## config.mk

```make
export PLATFORM = sky130hd
export DESIGN_NAME = rib_bus_if
export DESIGN_NICKNAME = d
export VERILOG_FILES = /design/src/shared/rib_pkg.sv /design/src/core/rib_addr_map.sv /design/src/core/rib_size_check.sv /design/src/core/rib_bus_if.sv
export VERILOG_INCLUDE_DIRS = /design/src /design/src/shared
export SDC_FILE = /design/constraint.sdc
export NUM_CORES = 1
export LEC_CHECK = 0
export BUFFER_PORTS_ARGS = -buffer_cell sky130_fd_sc_hd__buf_4
export CAP_MARGIN = 20
export CORE_MARGIN = 2
export CORE_UTILIZATION = 46
export CTS_CLUSTER_SIZE = 12
export DETAILED_ROUTE_END_ITERATION = 16
export PLACE_DENSITY = 0.82
export SLEW_MARGIN = 20
export SYNTH_ARGS = -nofsm -noshare
export SYNTH_HDL_FRONTEND = slang
export SYNTH_SLANG_ARGS = --single-unit
```

## constraint.sdc

```tcl
create_clock -name mclk -period 1.77 [get_ports mclk]
set_input_delay 0.354 -clock mclk [delete_from_list [all_inputs] [get_ports mclk]]
set_output_delay 0.354 -clock mclk [all_outputs]
set_load 0.005 [all_outputs]
```

## src/shared/rib_defines.svh

```systemverilog
// constants for the rom and external i/o bus interface
`ifndef RIB_DEFINES_SVH
`define RIB_DEFINES_SVH
`define RIB_SPACE_TOP 6'h3F
`define RIB_ROM_BASE 3'h7
`define RIB_IO1_BASE 3'h6
`define RIB_IO2_BASE 3'h5
`define RIB_SZ_1 6'h01
`define RIB_SZ_2 6'h02
`define RIB_SZ_3 6'h03
`define RIB_SZ_4 6'h04
`define RIB_SZ_8 6'h08
`define RIB_SZ_16 6'h10
`define RIB_SZ_32 6'h20
`define RIB_ALLOC_RST 2'h3
`define RIB_ALLOC_RFU 2'h1
`define RIB_ACC_LEN 4'h3
`endif

```

## src/shared/rib_pkg.sv

```systemverilog
// types for the rom and external i/o bus interface
package rib_pkg;
  typedef enum logic [1:0] {
    RIB_SP_ROM = 2'h0,
    RIB_SP_IO = 2'h1,
    RIB_SP_MEM = 2'h2
  } rib_space_t;
  typedef enum logic [2:0] {
    RIB_ROM_NORMAL = 3'h1,
    RIB_ROM_PAGE = 3'h2,
    RIB_ROM_FLASH = 3'h4
  } rib_rom_mode_t;
  typedef enum logic [3:0] {
    RIB_ST_IDLE = 4'h1,
    RIB_ST_STROBE = 4'h2,
    RIB_ST_HOLD = 4'h4,
    RIB_ST_DONE = 4'h8
  } rib_state_t;
endpackage : rib_pkg

```

## src/core/rib_addr_map.sv

```systemverilog
// maps physical address bits onto the external address pins for every access
module rib_addr_map
  import rib_pkg::*;
(
  // clock and reset
  input wire logic mclk,
  input wire logic sys_rst,
  // address and mode
  input wire logic [25:0] phys_addr,
  input wire logic wide_bus_select,
  input wire logic load,
  // pins
  output logic [24:1] addr_pin_q
);
  logic [24:1] addr_d;

  always_comb begin
    if (wide_bus_select) begin
      addr_d = {phys_addr[24:2], phys_addr[25]};
    end else begin
      addr_d = {1'b0, phys_addr[23:1]};
    end
  end

  always_ff @(posedge mclk or posedge sys_rst) begin
    if (sys_rst) begin
      addr_pin_q <= '0;
    end else if (load) begin
      addr_pin_q <= addr_d;
    end
  end

  AST_WIDE_A1: assert property (@(posedge mclk) disable iff (sys_rst)
    load && wide_bus_select |=> addr_pin_q[1] == $past(phys_addr[25]))
    else $error("pin one must carry address bit 25");
  AST_NARROW_MAP: assert property (@(posedge mclk) disable iff (sys_rst)
    load && !wide_bus_select |=> addr_pin_q[23:1] == $past(phys_addr[23:1]))
    else $error("narrow bus pins must carry address 23 to 1");
endmodule : rib_addr_map

```

## src/core/rib_size_check.sv

```systemverilog
// decides whether a transfer size is allowed for a space
`include "rib_defines.svh"
module rib_size_check
  import rib_pkg::*;
(
  // request
  input wire logic [1:0] space,
  input wire logic [5:0] size,
  input wire logic is_write,
  input wire logic is_flash_write,
  // verdict
  output logic size_ok
);
  function automatic logic size_known(input logic [5:0] s);
    size_known = (s == `RIB_SZ_1) || (s == `RIB_SZ_2) || (s == `RIB_SZ_3) ||
                 (s == `RIB_SZ_4) || (s == `RIB_SZ_8) ||
                 (s == `RIB_SZ_16) || (s == `RIB_SZ_32);
  endfunction : size_known

  always_comb begin
    size_ok = size_known(size);
    if (space == RIB_SP_IO && size == `RIB_SZ_3) begin
      size_ok = 1'b0;
    end
    if (is_write && space == RIB_SP_ROM && !is_flash_write) begin
      size_ok = 1'b1;
    end
  end
endmodule : rib_size_check

```

## src/core/rib_bus_if.sv

```systemverilog
// rom, flash and external i/o bus interface with buffer direction control
// Notes on behaviour
// - narrow bus: address pin n carries physical bit n, 1 to 23
// - wide bus: pins 2..24 carry bits 2..24, pin 1 carries bit 25
// - rom, flash reads, dram, pci accept sizes 1,2,3,4,8,16,32
// - external i/o takes 1,2,4,8,16,32 bytes; 3 bytes refused
// - write-mode and page-read bits pick normal, page or flash mode
// - normal rom mode after reset
// - normal rom mode never asserts write strobe on rom writes
// - rom speed programmable only in normal or page mode
// - i/o uses 32-bit bus when width bit set on wide bus
// - bank allocation takes effect only on the wide bus
// - shared pin gives direction when select bit set, else pin six
// - buffer use selected separately for i/o space one and two
// - direction floats in hold, high on buffered i/o reads only
// - direction rises with read strobe fall, drops one clock later
// - bank field and i/o width bit writable only on the wide bus
`include "rib_defines.svh"
module rib_bus_if
  import rib_pkg::*;
(
  // clock and reset
  input wire logic mclk,
  input wire logic sys_rst,
  // configuration
  input wire logic wide_bus_select,
  input wire logic cfg_write,
  input wire logic rom_write_mode_bit,
  input wire logic page_read_mode_bit,
  input wire logic [1:0] bank_alloc_field,
  input wire logic io_bus_width_bit,
  input wire logic direction_pin_select,
  input wire logic buffer_use_space_one,
  input wire logic buffer_use_space_two,
  input wire logic [2:0] speed_in,
  input wire logic bus_hold,
  // access request
  input wire logic req_valid,
  input wire logic req_write,
  input wire logic [25:0] req_addr,
  input wire logic [5:0] req_size,
  // general pin six from its own logic
  input wire logic general_pin_six_out,
  input wire logic general_pin_six_oe,
  // status
  output logic busy_q,
  output logic size_error_q,
  output logic [2:0] rom_mode_q,
  output logic [1:0] bank_alloc_q,
  output logic io_wide_q,
  output logic [2:0] rom_speed_q,
  // external pins
  output logic [24:1] addr_pin_q,
  output logic rd_n_q,
  output logic wr_n_q,
  output logic shared_pin_out_q,
  output logic shared_pin_oe_q
);
  rib_state_t state_q;
  logic [1:0] space;
  logic size_ok;
  logic wr_q;
  logic rom_flash;
  logic [3:0] cnt_q;
  logic dir_start;
  logic dir_q;
  logic buffered_q;
  logic take;

  // space select bits that name an external i/o space
  function automatic logic io_hit(input logic [2:0] sel);
    io_hit = (sel == `RIB_IO1_BASE) || (sel == `RIB_IO2_BASE);
  endfunction : io_hit

  // i/o space reached through the load buffer
  function automatic logic buf_hit(input logic [2:0] sel, input logic one,
                                   input logic two);
    buf_hit = (sel == `RIB_IO1_BASE && !one) ||
              (sel == `RIB_IO2_BASE && !two);
  endfunction : buf_hit

  always_comb begin
    space = RIB_SP_MEM;
    if (req_addr[25:23] == `RIB_ROM_BASE) begin
      space = RIB_SP_ROM;
    end
    if (io_hit(req_addr[25:23])) begin
      space = RIB_SP_IO;
    end
  end

  assign rom_flash = rom_mode_q == RIB_ROM_FLASH;
  assign take = req_valid && state_q == RIB_ST_IDLE;

  // rom mode and configuration bits
  always_ff @(posedge mclk or posedge sys_rst) begin
    if (sys_rst) begin
      rom_mode_q <= RIB_ROM_NORMAL;
    end else if (cfg_write) begin
      if (rom_write_mode_bit) begin
        rom_mode_q <= RIB_ROM_FLASH;
      end else if (page_read_mode_bit) begin
        rom_mode_q <= RIB_ROM_PAGE;
      end else begin
        rom_mode_q <= RIB_ROM_NORMAL;
      end
    end
  end

  always_ff @(posedge mclk or posedge sys_rst) begin
    if (sys_rst) begin
      bank_alloc_q <= `RIB_ALLOC_RST;
      io_wide_q <= 1'b0;
    end else if (cfg_write && wide_bus_select) begin
      if (bank_alloc_field != `RIB_ALLOC_RFU) begin
        bank_alloc_q <= bank_alloc_field;
      end
      io_wide_q <= io_bus_width_bit;
    end else if (!wide_bus_select) begin
      io_wide_q <= 1'b0;
    end
  end

  always_ff @(posedge mclk or posedge sys_rst) begin
    if (sys_rst) begin
      rom_speed_q <= '0;
    end else if (cfg_write && !rom_write_mode_bit && !rom_flash) begin
      rom_speed_q <= speed_in;
    end
  end

  rib_size_check u_size (
    .space(space),
    .size(req_size),
    .is_write(req_write),
    .is_flash_write(rom_flash),
    .size_ok(size_ok)
  );

  rib_addr_map u_map (
    .mclk(mclk),
    .sys_rst(sys_rst),
    .phys_addr(req_addr),
    .wide_bus_select(wide_bus_select),
    .load(take),
    .addr_pin_q(addr_pin_q)
  );

  // access sequencer
  always_ff @(posedge mclk or posedge sys_rst) begin
    if (sys_rst) begin
      state_q <= RIB_ST_IDLE;
      cnt_q <= '0;
      wr_q <= 1'b0;
      buffered_q <= 1'b0;
      size_error_q <= 1'b0;
    end else begin
      case (state_q)
        RIB_ST_IDLE: begin
          if (req_valid) begin
            if (size_ok) begin
              state_q <= RIB_ST_STROBE;
              size_error_q <= 1'b0;
            end else begin
              size_error_q <= 1'b1;
            end
            cnt_q <= `RIB_ACC_LEN;
            wr_q <= req_write;
            buffered_q <= !req_write && buf_hit(req_addr[25:23],
              buffer_use_space_one, buffer_use_space_two);
          end
        end
        RIB_ST_STROBE: begin
          if (cnt_q == 4'h1) begin
            state_q <= RIB_ST_DONE;
          end
          cnt_q <= cnt_q - 4'h1;
        end
        RIB_ST_DONE: begin
          state_q <= RIB_ST_IDLE;
        end
        default: begin
          state_q <= RIB_ST_IDLE;
        end
      endcase
    end
  end

  always_ff @(posedge mclk or posedge sys_rst) begin
    if (sys_rst) begin
      busy_q <= 1'b0;
      rd_n_q <= 1'b1;
      wr_n_q <= 1'b1;
    end else begin
      busy_q <= take && size_ok || (state_q == RIB_ST_STROBE &&
                cnt_q != 4'h1);
      if (take && size_ok) begin
        rd_n_q <= req_write;
        wr_n_q <= !(req_write && (space != RIB_SP_ROM || rom_flash));
      end else if (state_q == RIB_ST_STROBE && cnt_q == 4'h1) begin
        rd_n_q <= 1'b1;
        wr_n_q <= 1'b1;
      end
    end
  end

  // direction pulse: high with read strobe fall, low one clock later
  assign dir_start = take && size_ok && !req_write &&
    buf_hit(req_addr[25:23], buffer_use_space_one, buffer_use_space_two);

  always_ff @(posedge mclk or posedge sys_rst) begin
    if (sys_rst) begin
      dir_q <= 1'b0;
    end else begin
      dir_q <= dir_start;
    end
  end

  always_ff @(posedge mclk or posedge sys_rst) begin
    if (sys_rst) begin
      shared_pin_out_q <= 1'b0;
      shared_pin_oe_q <= 1'b0;
    end else if (direction_pin_select) begin
      shared_pin_out_q <= dir_start;
      shared_pin_oe_q <= !bus_hold;
    end else begin
      shared_pin_out_q <= general_pin_six_out;
      shared_pin_oe_q <= general_pin_six_oe;
    end
  end

  AST_RESET_NORMAL: assert property (@(posedge mclk)
    $fell(sys_rst) |-> rom_mode_q == RIB_ROM_NORMAL)
    else $error("rom mode not normal after reset");
  AST_NO_ROM_WRITE: assert property (@(posedge mclk) disable iff (sys_rst)
    take && req_write && space == RIB_SP_ROM && !rom_flash && size_ok
    |=> wr_n_q)
    else $error("write strobe asserted in normal rom mode");
  AST_IO_NO_3: assert property (@(posedge mclk) disable iff (sys_rst)
    take && space == RIB_SP_IO && req_size == `RIB_SZ_3 |=> size_error_q)
    else $error("three byte i/o transfer accepted");
  AST_DIR_PULSE: assert property (@(posedge mclk) disable iff (sys_rst)
    $rose(dir_q) |-> $fell(rd_n_q) ##1 !dir_q)
    else $error("direction pulse misplaced");
  AST_DIR_BUFFERED: assert property (@(posedge mclk) disable iff (sys_rst)
    $rose(dir_q) |-> buffered_q && !wr_q)
    else $error("direction high on non buffered access");
  AST_PIN_SEL: assert property (@(posedge mclk) disable iff (sys_rst)
    !direction_pin_select |=> shared_pin_out_q == $past(general_pin_six_out))
    else $error("shared pin not general pin six");
  AST_NARROW_IO: assert property (@(posedge mclk) disable iff (sys_rst)
    !wide_bus_select |=> !io_wide_q)
    else $error("i/o wide on narrow bus");
  AST_SPEED_LOCK: assert property (@(posedge mclk) disable iff (sys_rst)
    rom_flash && !cfg_write |=> $stable(rom_speed_q))
    else $error("rom speed changed in flash mode");
  // direction pin and read strobe checks
  AST_DIR_PIN: assert property (@(posedge mclk) disable iff (sys_rst)
    direction_pin_select |=> shared_pin_out_q == dir_q)
    else $error("shared pin does not follow direction");
  AST_DIR_OE_HOLD: assert property (@(posedge mclk) disable iff (sys_rst)
    direction_pin_select && bus_hold |=> !shared_pin_oe_q)
    else $error("direction driven during bus hold");
  AST_DIR_OE_RUN: assert property (@(posedge mclk) disable iff (sys_rst)
    direction_pin_select && !bus_hold |=> shared_pin_oe_q)
    else $error("direction not driven outside bus hold");
  AST_DIR_WRITE_LOW: assert property (@(posedge mclk) disable iff (sys_rst)
    take && req_write |=> !dir_q)
    else $error("direction high on a write");
  AST_STROBE_LEN: assert property (@(posedge mclk) disable iff (sys_rst)
    $fell(rd_n_q) |-> !rd_n_q [*3] ##1 rd_n_q)
    else $error("read strobe length wrong");
  // configuration and access checks
  AST_BANK_NARROW: assert property (@(posedge mclk) disable iff (sys_rst)
    !wide_bus_select |=> $stable(bank_alloc_q))
    else $error("bank field changed on narrow bus");
  AST_BANK_RFU: assert property (@(posedge mclk) disable iff (sys_rst)
    cfg_write && bank_alloc_field == `RIB_ALLOC_RFU |=> $stable(bank_alloc_q))
    else $error("reserved bank value taken");
  AST_MODE_FLASH: assert property (@(posedge mclk) disable iff (sys_rst)
    cfg_write && rom_write_mode_bit |=> rom_flash)
    else $error("write mode bit did not select flash");
  AST_MODE_PAGE: assert property (@(posedge mclk) disable iff (sys_rst)
    cfg_write && !rom_write_mode_bit && page_read_mode_bit
    |=> rom_mode_q == RIB_ROM_PAGE)
    else $error("page read bit did not select page mode");
  AST_SIZE_REFUSED: assert property (@(posedge mclk) disable iff (sys_rst)
    take && !size_ok |=> rd_n_q && wr_n_q && !busy_q)
    else $error("refused size started a strobe");
  AST_IO_WIDE_SET: assert property (@(posedge mclk) disable iff (sys_rst)
    cfg_write && wide_bus_select && io_bus_width_bit |=> io_wide_q)
    else $error("i/o width bit not taken on wide bus");
  AST_FLASH_WRITE: assert property (@(posedge mclk) disable iff (sys_rst)
    take && size_ok && req_write && space == RIB_SP_ROM && rom_flash
    |=> !wr_n_q)
    else $error("flash write strobe missing");
  COV_SIZE_ERR: cover property (@(posedge mclk) $rose(size_error_q));
  COV_IO_READ: cover property (@(posedge mclk) $rose(dir_q));
  COV_FLASH: cover property (@(posedge mclk) rom_flash && !wr_n_q);
  COV_PAGE: cover property (@(posedge mclk) rom_mode_q == RIB_ROM_PAGE);
endmodule : rib_bus_if

```

### After elaboration in Yosys (flattened, before gate mapping)

Index checks and enable logic that the tools add are counted.

| storage, ports and cells | value |
|---|---|
| register bits after elaboration | 47 |
| bits in latches | 0 |
| bits in writable memories | 0 |
| bits in read-only memories | 0 |
| input bits | 52 |
| output and inout bits | 39 |
| word-level logic and storage cells | 96 |
| memories kept | 0 |

| operators by class | value |
|---|---|
| add/sub/neg operators | 1 |
| multipliers | 0 |
| divide/modulo/power cells | 0 |
| magnitude comparators | 0 |
| equality and inequality tests | 21 |
| shift operators | 0 |
| muxes and demuxes | 21 |
| bitwise gates (word level) | 0 |
| reduce and logical (&&, ||, !) cells | 40 |

Operators by type and width:

| operator | count |
|---|---|
| 2-to-1 mux 24 bit | 1 |
| 2-to-1 mux 4 bit | 4 |
| case mux 4 bit (2 select lines) | 2 |
| logical AND 1 bit | 15 |
| == test 3 bit (second input constant) | 4 |
| == test 6 x 2 -> 1 bit (second input constant) | 2 |
| logical OR 1 bit | 10 |
| 2-to-1 mux 1 bit | 10 |
| == test 4 x 1 -> 1 bit (second input constant) | 2 |
| logical NOT 1 bit | 7 |
| == test 6 x 1 -> 1 bit (second input constant) | 1 |
| == test 6 x 3 -> 1 bit (second input constant) | 1 |
| == test 6 x 4 -> 1 bit (second input constant) | 1 |
| == test 6 x 5 -> 1 bit (second input constant) | 1 |
| == test 6 bit (second input constant) | 1 |
| 2-to-1 mux 2 bit | 3 |
| inequality test 2 bit (second input constant) | 3 |
| AND reduction 2 bit | 3 |
| nonzero test 2 bit | 3 |
| == test 4 x 2 -> 1 bit (second input constant) | 1 |
| inequality test 2 x 1 -> 1 bit (second input constant) | 2 |
| inequality test 4 x 1 -> 1 bit (second input constant) | 1 |
| subtractor 4 x 1 -> 4 bit (second input constant) | 1 |
| 2-to-1 mux 3 bit | 1 |
| 3 further kinds | 3 |

### Logic depth before layout (Yosys ltp)

| depth | value |
|---|---|
| depth in word-level cells | 13 |
| depth in mapped cells | 6 |

### Hierarchy

Synthesis repeated with hierarchy kept, for this count alone.

| second synthesis, totals | value |
|---|---|
| cell total of the unflattened synthesis | 156 |
| area, all modules | 2075.7 um^2 |

By module, submodules not included:

| module | times used | cells each | area each (um^2) | sequential area each (um^2) |
|---|---|---|---|---|
| rib_bus_if | 1 | 90 | 1022.2 | 558.0 |
| rib_addr_map | 1 | 56 | 987.2 | 600.6 |
| rib_size_check | 1 | 10 | 66.3 | 0.0 |

### Worst setup path after synthesis

Ideal clock, no wire load.

| timing path | value |
|---|---|
| path kind | register to register |
| from | register rom_mode_q[1] |
| to | register rd_n_q |
| library setup time | 0.082 ns |
| arrival time | 1.347 ns |
| slack | 0.341 ns |
| cell stages (with the launch flop) | 6 |
| buffers on the path | 0 |
| clock period less this slack | 1.429 ns |
| cell sequence | dfrtp_1 nor3b_2 or2_1 nor2_1 or3_1 mux2_4 |

| between the ends | value |
|---|---|
| longest elaborated chain between the ends | 6 |

RTL lines:

| item | line | source |
|---|---|---|
| start: declaration | rib_bus_if.sv:48 | `output logic [2:0] rom_mode_q,` |
| start signal: assignment | rib_bus_if.sv:98 | `rom_mode_q <= RIB_ROM_NORMAL;` |
| start signal: assignment | rib_bus_if.sv:101 | `rom_mode_q <= RIB_ROM_FLASH;` |
| start signal: assignment | rib_bus_if.sv:103 | `rom_mode_q <= RIB_ROM_PAGE;` |
| == test 3 bit * | rib_bus_if.sv:92 | `assign rom_flash = rom_mode_q == RIB_ROM_FLASH;` |
| logical NOT 1 bit * | rib_size_check.sv:25 | `if (is_write && space == RIB_SP_ROM && !is_flash_write) begin` |
| logical AND 1 bit * | rib_size_check.sv:25 |  |
| 2-to-1 mux 1 bit * | rib_size_check.sv:25 |  |
| logical AND 1 bit * | rib_bus_if.sv:197 | `if (take && size_ok) begin` |
| 2-to-1 mux 1 bit or nonzero test 2 bit (tied branches) | n/a |  |
| end signal: assignment | rib_bus_if.sv:198 | `rd_n_q <= req_write;` |
| end: declaration | rib_bus_if.sv:54 | `output logic rd_n_q,` |

Every way passes the cells marked *; elsewhere a longest branch is shown, timed or not.
A chain may end at the register's enable or synchronous reset.

### Worst setup path after layout

| timing path | value |
|---|---|
| from | register state_q[0] |
| to | register rd_n_q |

| between the ends | value |
|---|---|
| longest elaborated chain between the ends | 4 |

RTL lines:

| item | line | source |
|---|---|---|
| start: declaration | rib_bus_if.sv:59 | `rib_state_t state_q;` |
| start signal: assignment | rib_bus_if.sv:152 | `state_q <= RIB_ST_IDLE;` |
| start signal: assignment | rib_bus_if.sv:162 | `state_q <= RIB_ST_STROBE;` |
| start signal: assignment | rib_bus_if.sv:175 | `state_q <= RIB_ST_DONE;` |
| == test 4 x 1 -> 1 bit | rib_bus_if.sv:93 | `assign take = req_valid && state_q == RIB_ST_IDLE;` |
| logical AND 1 bit | rib_bus_if.sv:93 |  |
| logical AND 1 bit | rib_bus_if.sv:197 |  |
| 2-to-1 mux 1 bit or nonzero test 2 bit (tied branches) | n/a |  |

Several ways; a longest one is shown, not always the timed one.

==> key figures <==
Global routing
  – GRT overflow: 0
  – GR Layer Usage met1: 23.03%
  – GRT met3 Usage: under 10%
  – Initial antenna violation count: 0
  – GRT busiest layer: met2
  – Largest net degree at the start of global routing: 29
  – GRT Total Usage: 19.00%
  – First-pass GRT wire length: 7452 µm
  – M2 GR Usage: 33.02%
  – Vias in the first global route: 1670

Critical path
  – Crit path from: state_q[0]$_DFFE_PP1P_
  – CP Launch Type: flip-flop
  – Critical Path Sink Type: flip-flop
  – R2R Path Start: state_q[0]$_DFFE_PP1P_
  – Crit path capture: rd_n_q$_DFFE_PP1P_
  – R2r setup slk: 0.20 ns
  – CP arrival: 1.80 ns
  – Crit path kind: reg2reg
  – WP data required: approximately 2 ns
  – CP Max Fanout: 5
  – Worst Reg2Reg Path Length in Cells: 3
  – RR Endpoint: rd_n_q$_DFFE_PP1P_

STA
  – Measured slew at the worst slew-check pin: 0.4648 ns
  – Setup ws final: 0.2028 ns
  – Final hold violations: 0
  – Setup TNS: 0 ns
  – Fmax: 638.1 MHz
  – Worst Skew: 0.005904 ns
  – Slew Viols, Final: 0
  – Rel. slew slack: 68.97%
  – RSZ-0062 raised after global routing: no
  – Final period util: 88.54%
  – Final min period: 1.567 ns
  – Final setup fails: 0

Pwr
  – NetSw: 693.0 µW
  – Clk pwr share: around a quarter
  – Peak supply drop: approximately 0.00051 V
  – Seq pwr share: 50.2%
  – Pwr per Cell Area: roughly 910 nW/µm²
  – Cell internal pwr: ~1.9 mW
  – Pleak: 1.520 nW
  – Combinational Power Share: ~25%
  – Sw Share: 26.42%

Synth
  – Syn Inst Count: 207
  – Post-synth ARST share: 100.0%
  – Area contributors post-synth: dfrtp_1, nand2_1, dfstp_2, mux2_2, mux2i_1
  – Number of synthesized flops with an enable pin: 0
  – Top_reg_cell synth: dfrtp_1
  – Unique masters post-synth: 39
  – Post-synthesis sequential area ratio: 57.41%
  – Synthesized area per cell: 9.750 µm²
  – Largest area contributor in the netlist: dfrtp_1
  – Post-synthesis net count: between 200 and 300
  – Synth Register Bits: 46
  – Top-area cell type share of the netlist area: 49.60%
  – Synthesized cell area: between 2000 and 2500 µm²
  – Yosys warns: 0

Place
  – HPWL after DPL: 3390 µm
  – Dpl cells: 345
  – I/O Buffers: slightly below 90
  – Pre-CTS setup slack: between 0.06 and 0.07 ns
  – RePlAce Congestion: 0.7819

Layout
  – Reg area: 1159 µm²
  – Antenna diodes: 0
  – Final nets: 354
  – Multi-input logic area: 809.5 µm²
  – Fill cell count: 378
  – Fin cells: around 350
  – Share of cells above drive strength 1: 39.87%
  – Layout area overhead: 42.16%

Floorplanning
  – Core area: 4294 µm²
  – Core Rows: 24
  – Die Area: between 4000 and 5000 µm²
  – Initial Utilization: 47.00%
  – Die Span Y: 70.24 µm
  – Io pins: 91
  – DIE WIDTH: 70.24 µm

Drt
  – DRC: 0
  – Initial DRC Count: 95
  – DR vias/cell: about 5
  – Wirelength per Cell: 12.25 µm
  – Antenna-violating nets left: 0
  – DR pass1 iterations: 4
  – Total wire length: 4324 µm
  – Via count: ~1700

Worst hold path
  – Hold crit path type: in2async

Clock network
  – # Post-CTS Setup Buffers: 0
  – Worst skew pair latency: around 0.29 ns
  – CTS tree: built
  – Num CTS Buffers: 5
  – Max clock buf depth: 2
  – CTS HTree Levels: 2
  – Clock Sink Count: 46
  – Root buf cell: clkbuf_8
  – CTS clk-pin slew, worst paths: 0.08 ns
  – # resized after CTS: 0
  – Hold buffers post-CTS: 0

Run status
  – Status: finished clean

Job
  – Max cap viols: 0
==> cells by family after synthesis <==
| family | synth area share, % |
|---|---|
| XOR/XNOR | 1.302 |
| flip-flops | 57.41 |
| buffers and inverters | 3.224 |
| AND/OR/NAND/NOR | 24.80 |
| AO/OA/AOI/OAI | 6.014 |
| adder cells (fa/ha/maj) | 1.240 |
| multiplexers | 6.013 |
==> layout by cell type, fill, tap and decap left out, types with 2 or more instances in the layout <==
cell      Yosys  routed
dfrtp_1      40      40
nor3b_1       2       2
a21oi_1       5       5
dfstp_2       6       6
inv_1         7       6
ha_1          2       2
and2_1        2       2
xor2_1        2       2
buf_4         1      93
o21ai_0       5       5
nand2_1      79      79
nor2_1       11      11
mux2_2        5       5
mux2i_1       5       5
clkbuf_8      0       6
nand3_1       3       3
nor3_1        4       4
==> sequential cells by signal (all words and copies together), names as in the netlist, 2 cells and up <==
register and cells:
bank_alloc_q 2, state_q 3, rom_speed_q 3, u_map.addr_pin_q 24
rom_mode_q 3, cnt_q 4
==> power groups by stage <==
stage / combinational [mW] / clock, mW / sequential (mW)
detailed placement: 0.674 / 0 / 1.34
CTS: 0.675 / 0.666 / 1.32
floorplan: 0.250 / 0 / 1.34
global route: 0.736 / 0.717 / 1.34
finish: 0.661 / 0.646 / 1.32
global placement: 0.659 / 0 / 1.33
==> Yosys cell counts (all sizes together), types with 3 or more instances <==
master,count
buf,5
dfstp,6
nand3,3
nor3,4
nor2,11
nand2,79
clkbuf,3
o21ai,7
mux2i,5
mux2,6
a21oi,5
dfrtp,40
inv,7
nor3b,3
==> metrics by stage <==
stage / instance area [µm²] / utilization (%) / power, mW / hold slack [ns]
floorplan: 2018 / - / 1.593 / 0.4411
global placement: 2778 / 64.69 / 1.989 / 0.3776
detailed placement: 2778 / 64.69 / 2.012 / 0.3748
CTS: 2869 / 66.81 / 2.659 / 0.05578
global route: 2869 / 66.81 / 2.793 / 0.07298
finish: 2869 / 66.81 / 2.622 / 0.04622
==> layout make-up <==
class	count	share of cell area, %
flip-flops and latches	46	40.38
multi-input cells	146	28.22
repair buffers	94	25.03
clock buffers	7	3.009
well taps	52	2.268
inverters	7	0.9158
clock inverters	1	0.1744
==> layer usage <==
metal | vias up | share of wire [%]
met4 | 0 | 1.9
met1 | 817 | 41
met5 | - | 0
met2 | 54 | 52
li1 | 854 | -
met3 | 8 | 5.1
==> critical path, cell delays in order, from the launching register on <==
cell      delay, ns
dfstp_2        0.54
nor4bb_4       0.40
nand4_4        0.21
mux2_4         0.34
==> worst min-delay path by stage <==
| stage | end | slack (ns) | depth (start not counted) |
|---|---|---|---|
| after floorplan | shared_pin_out_q$_DFF_PP0_ | 0.44 | 1 |
| after global placement | u_map.addr_pin_q[8]$_DFFE_PP0P_ | 0.38 | 2 |
| after detailed placement | u_map.addr_pin_q[8]$_DFFE_PP0P_ | 0.37 | 2 |
| after CTS | u_map.addr_pin_q[8]$_DFFE_PP0P_ | 0.06 | 2 |
| after global routing | u_map.addr_pin_q[13]$_DFFE_PP0P_ | 0.07 | 2 |
| final | u_map.addr_pin_q[8]$_DFFE_PP0P_ | 0.05 | 2 |
No activity file was read; power rests on OpenSTA's default activity.
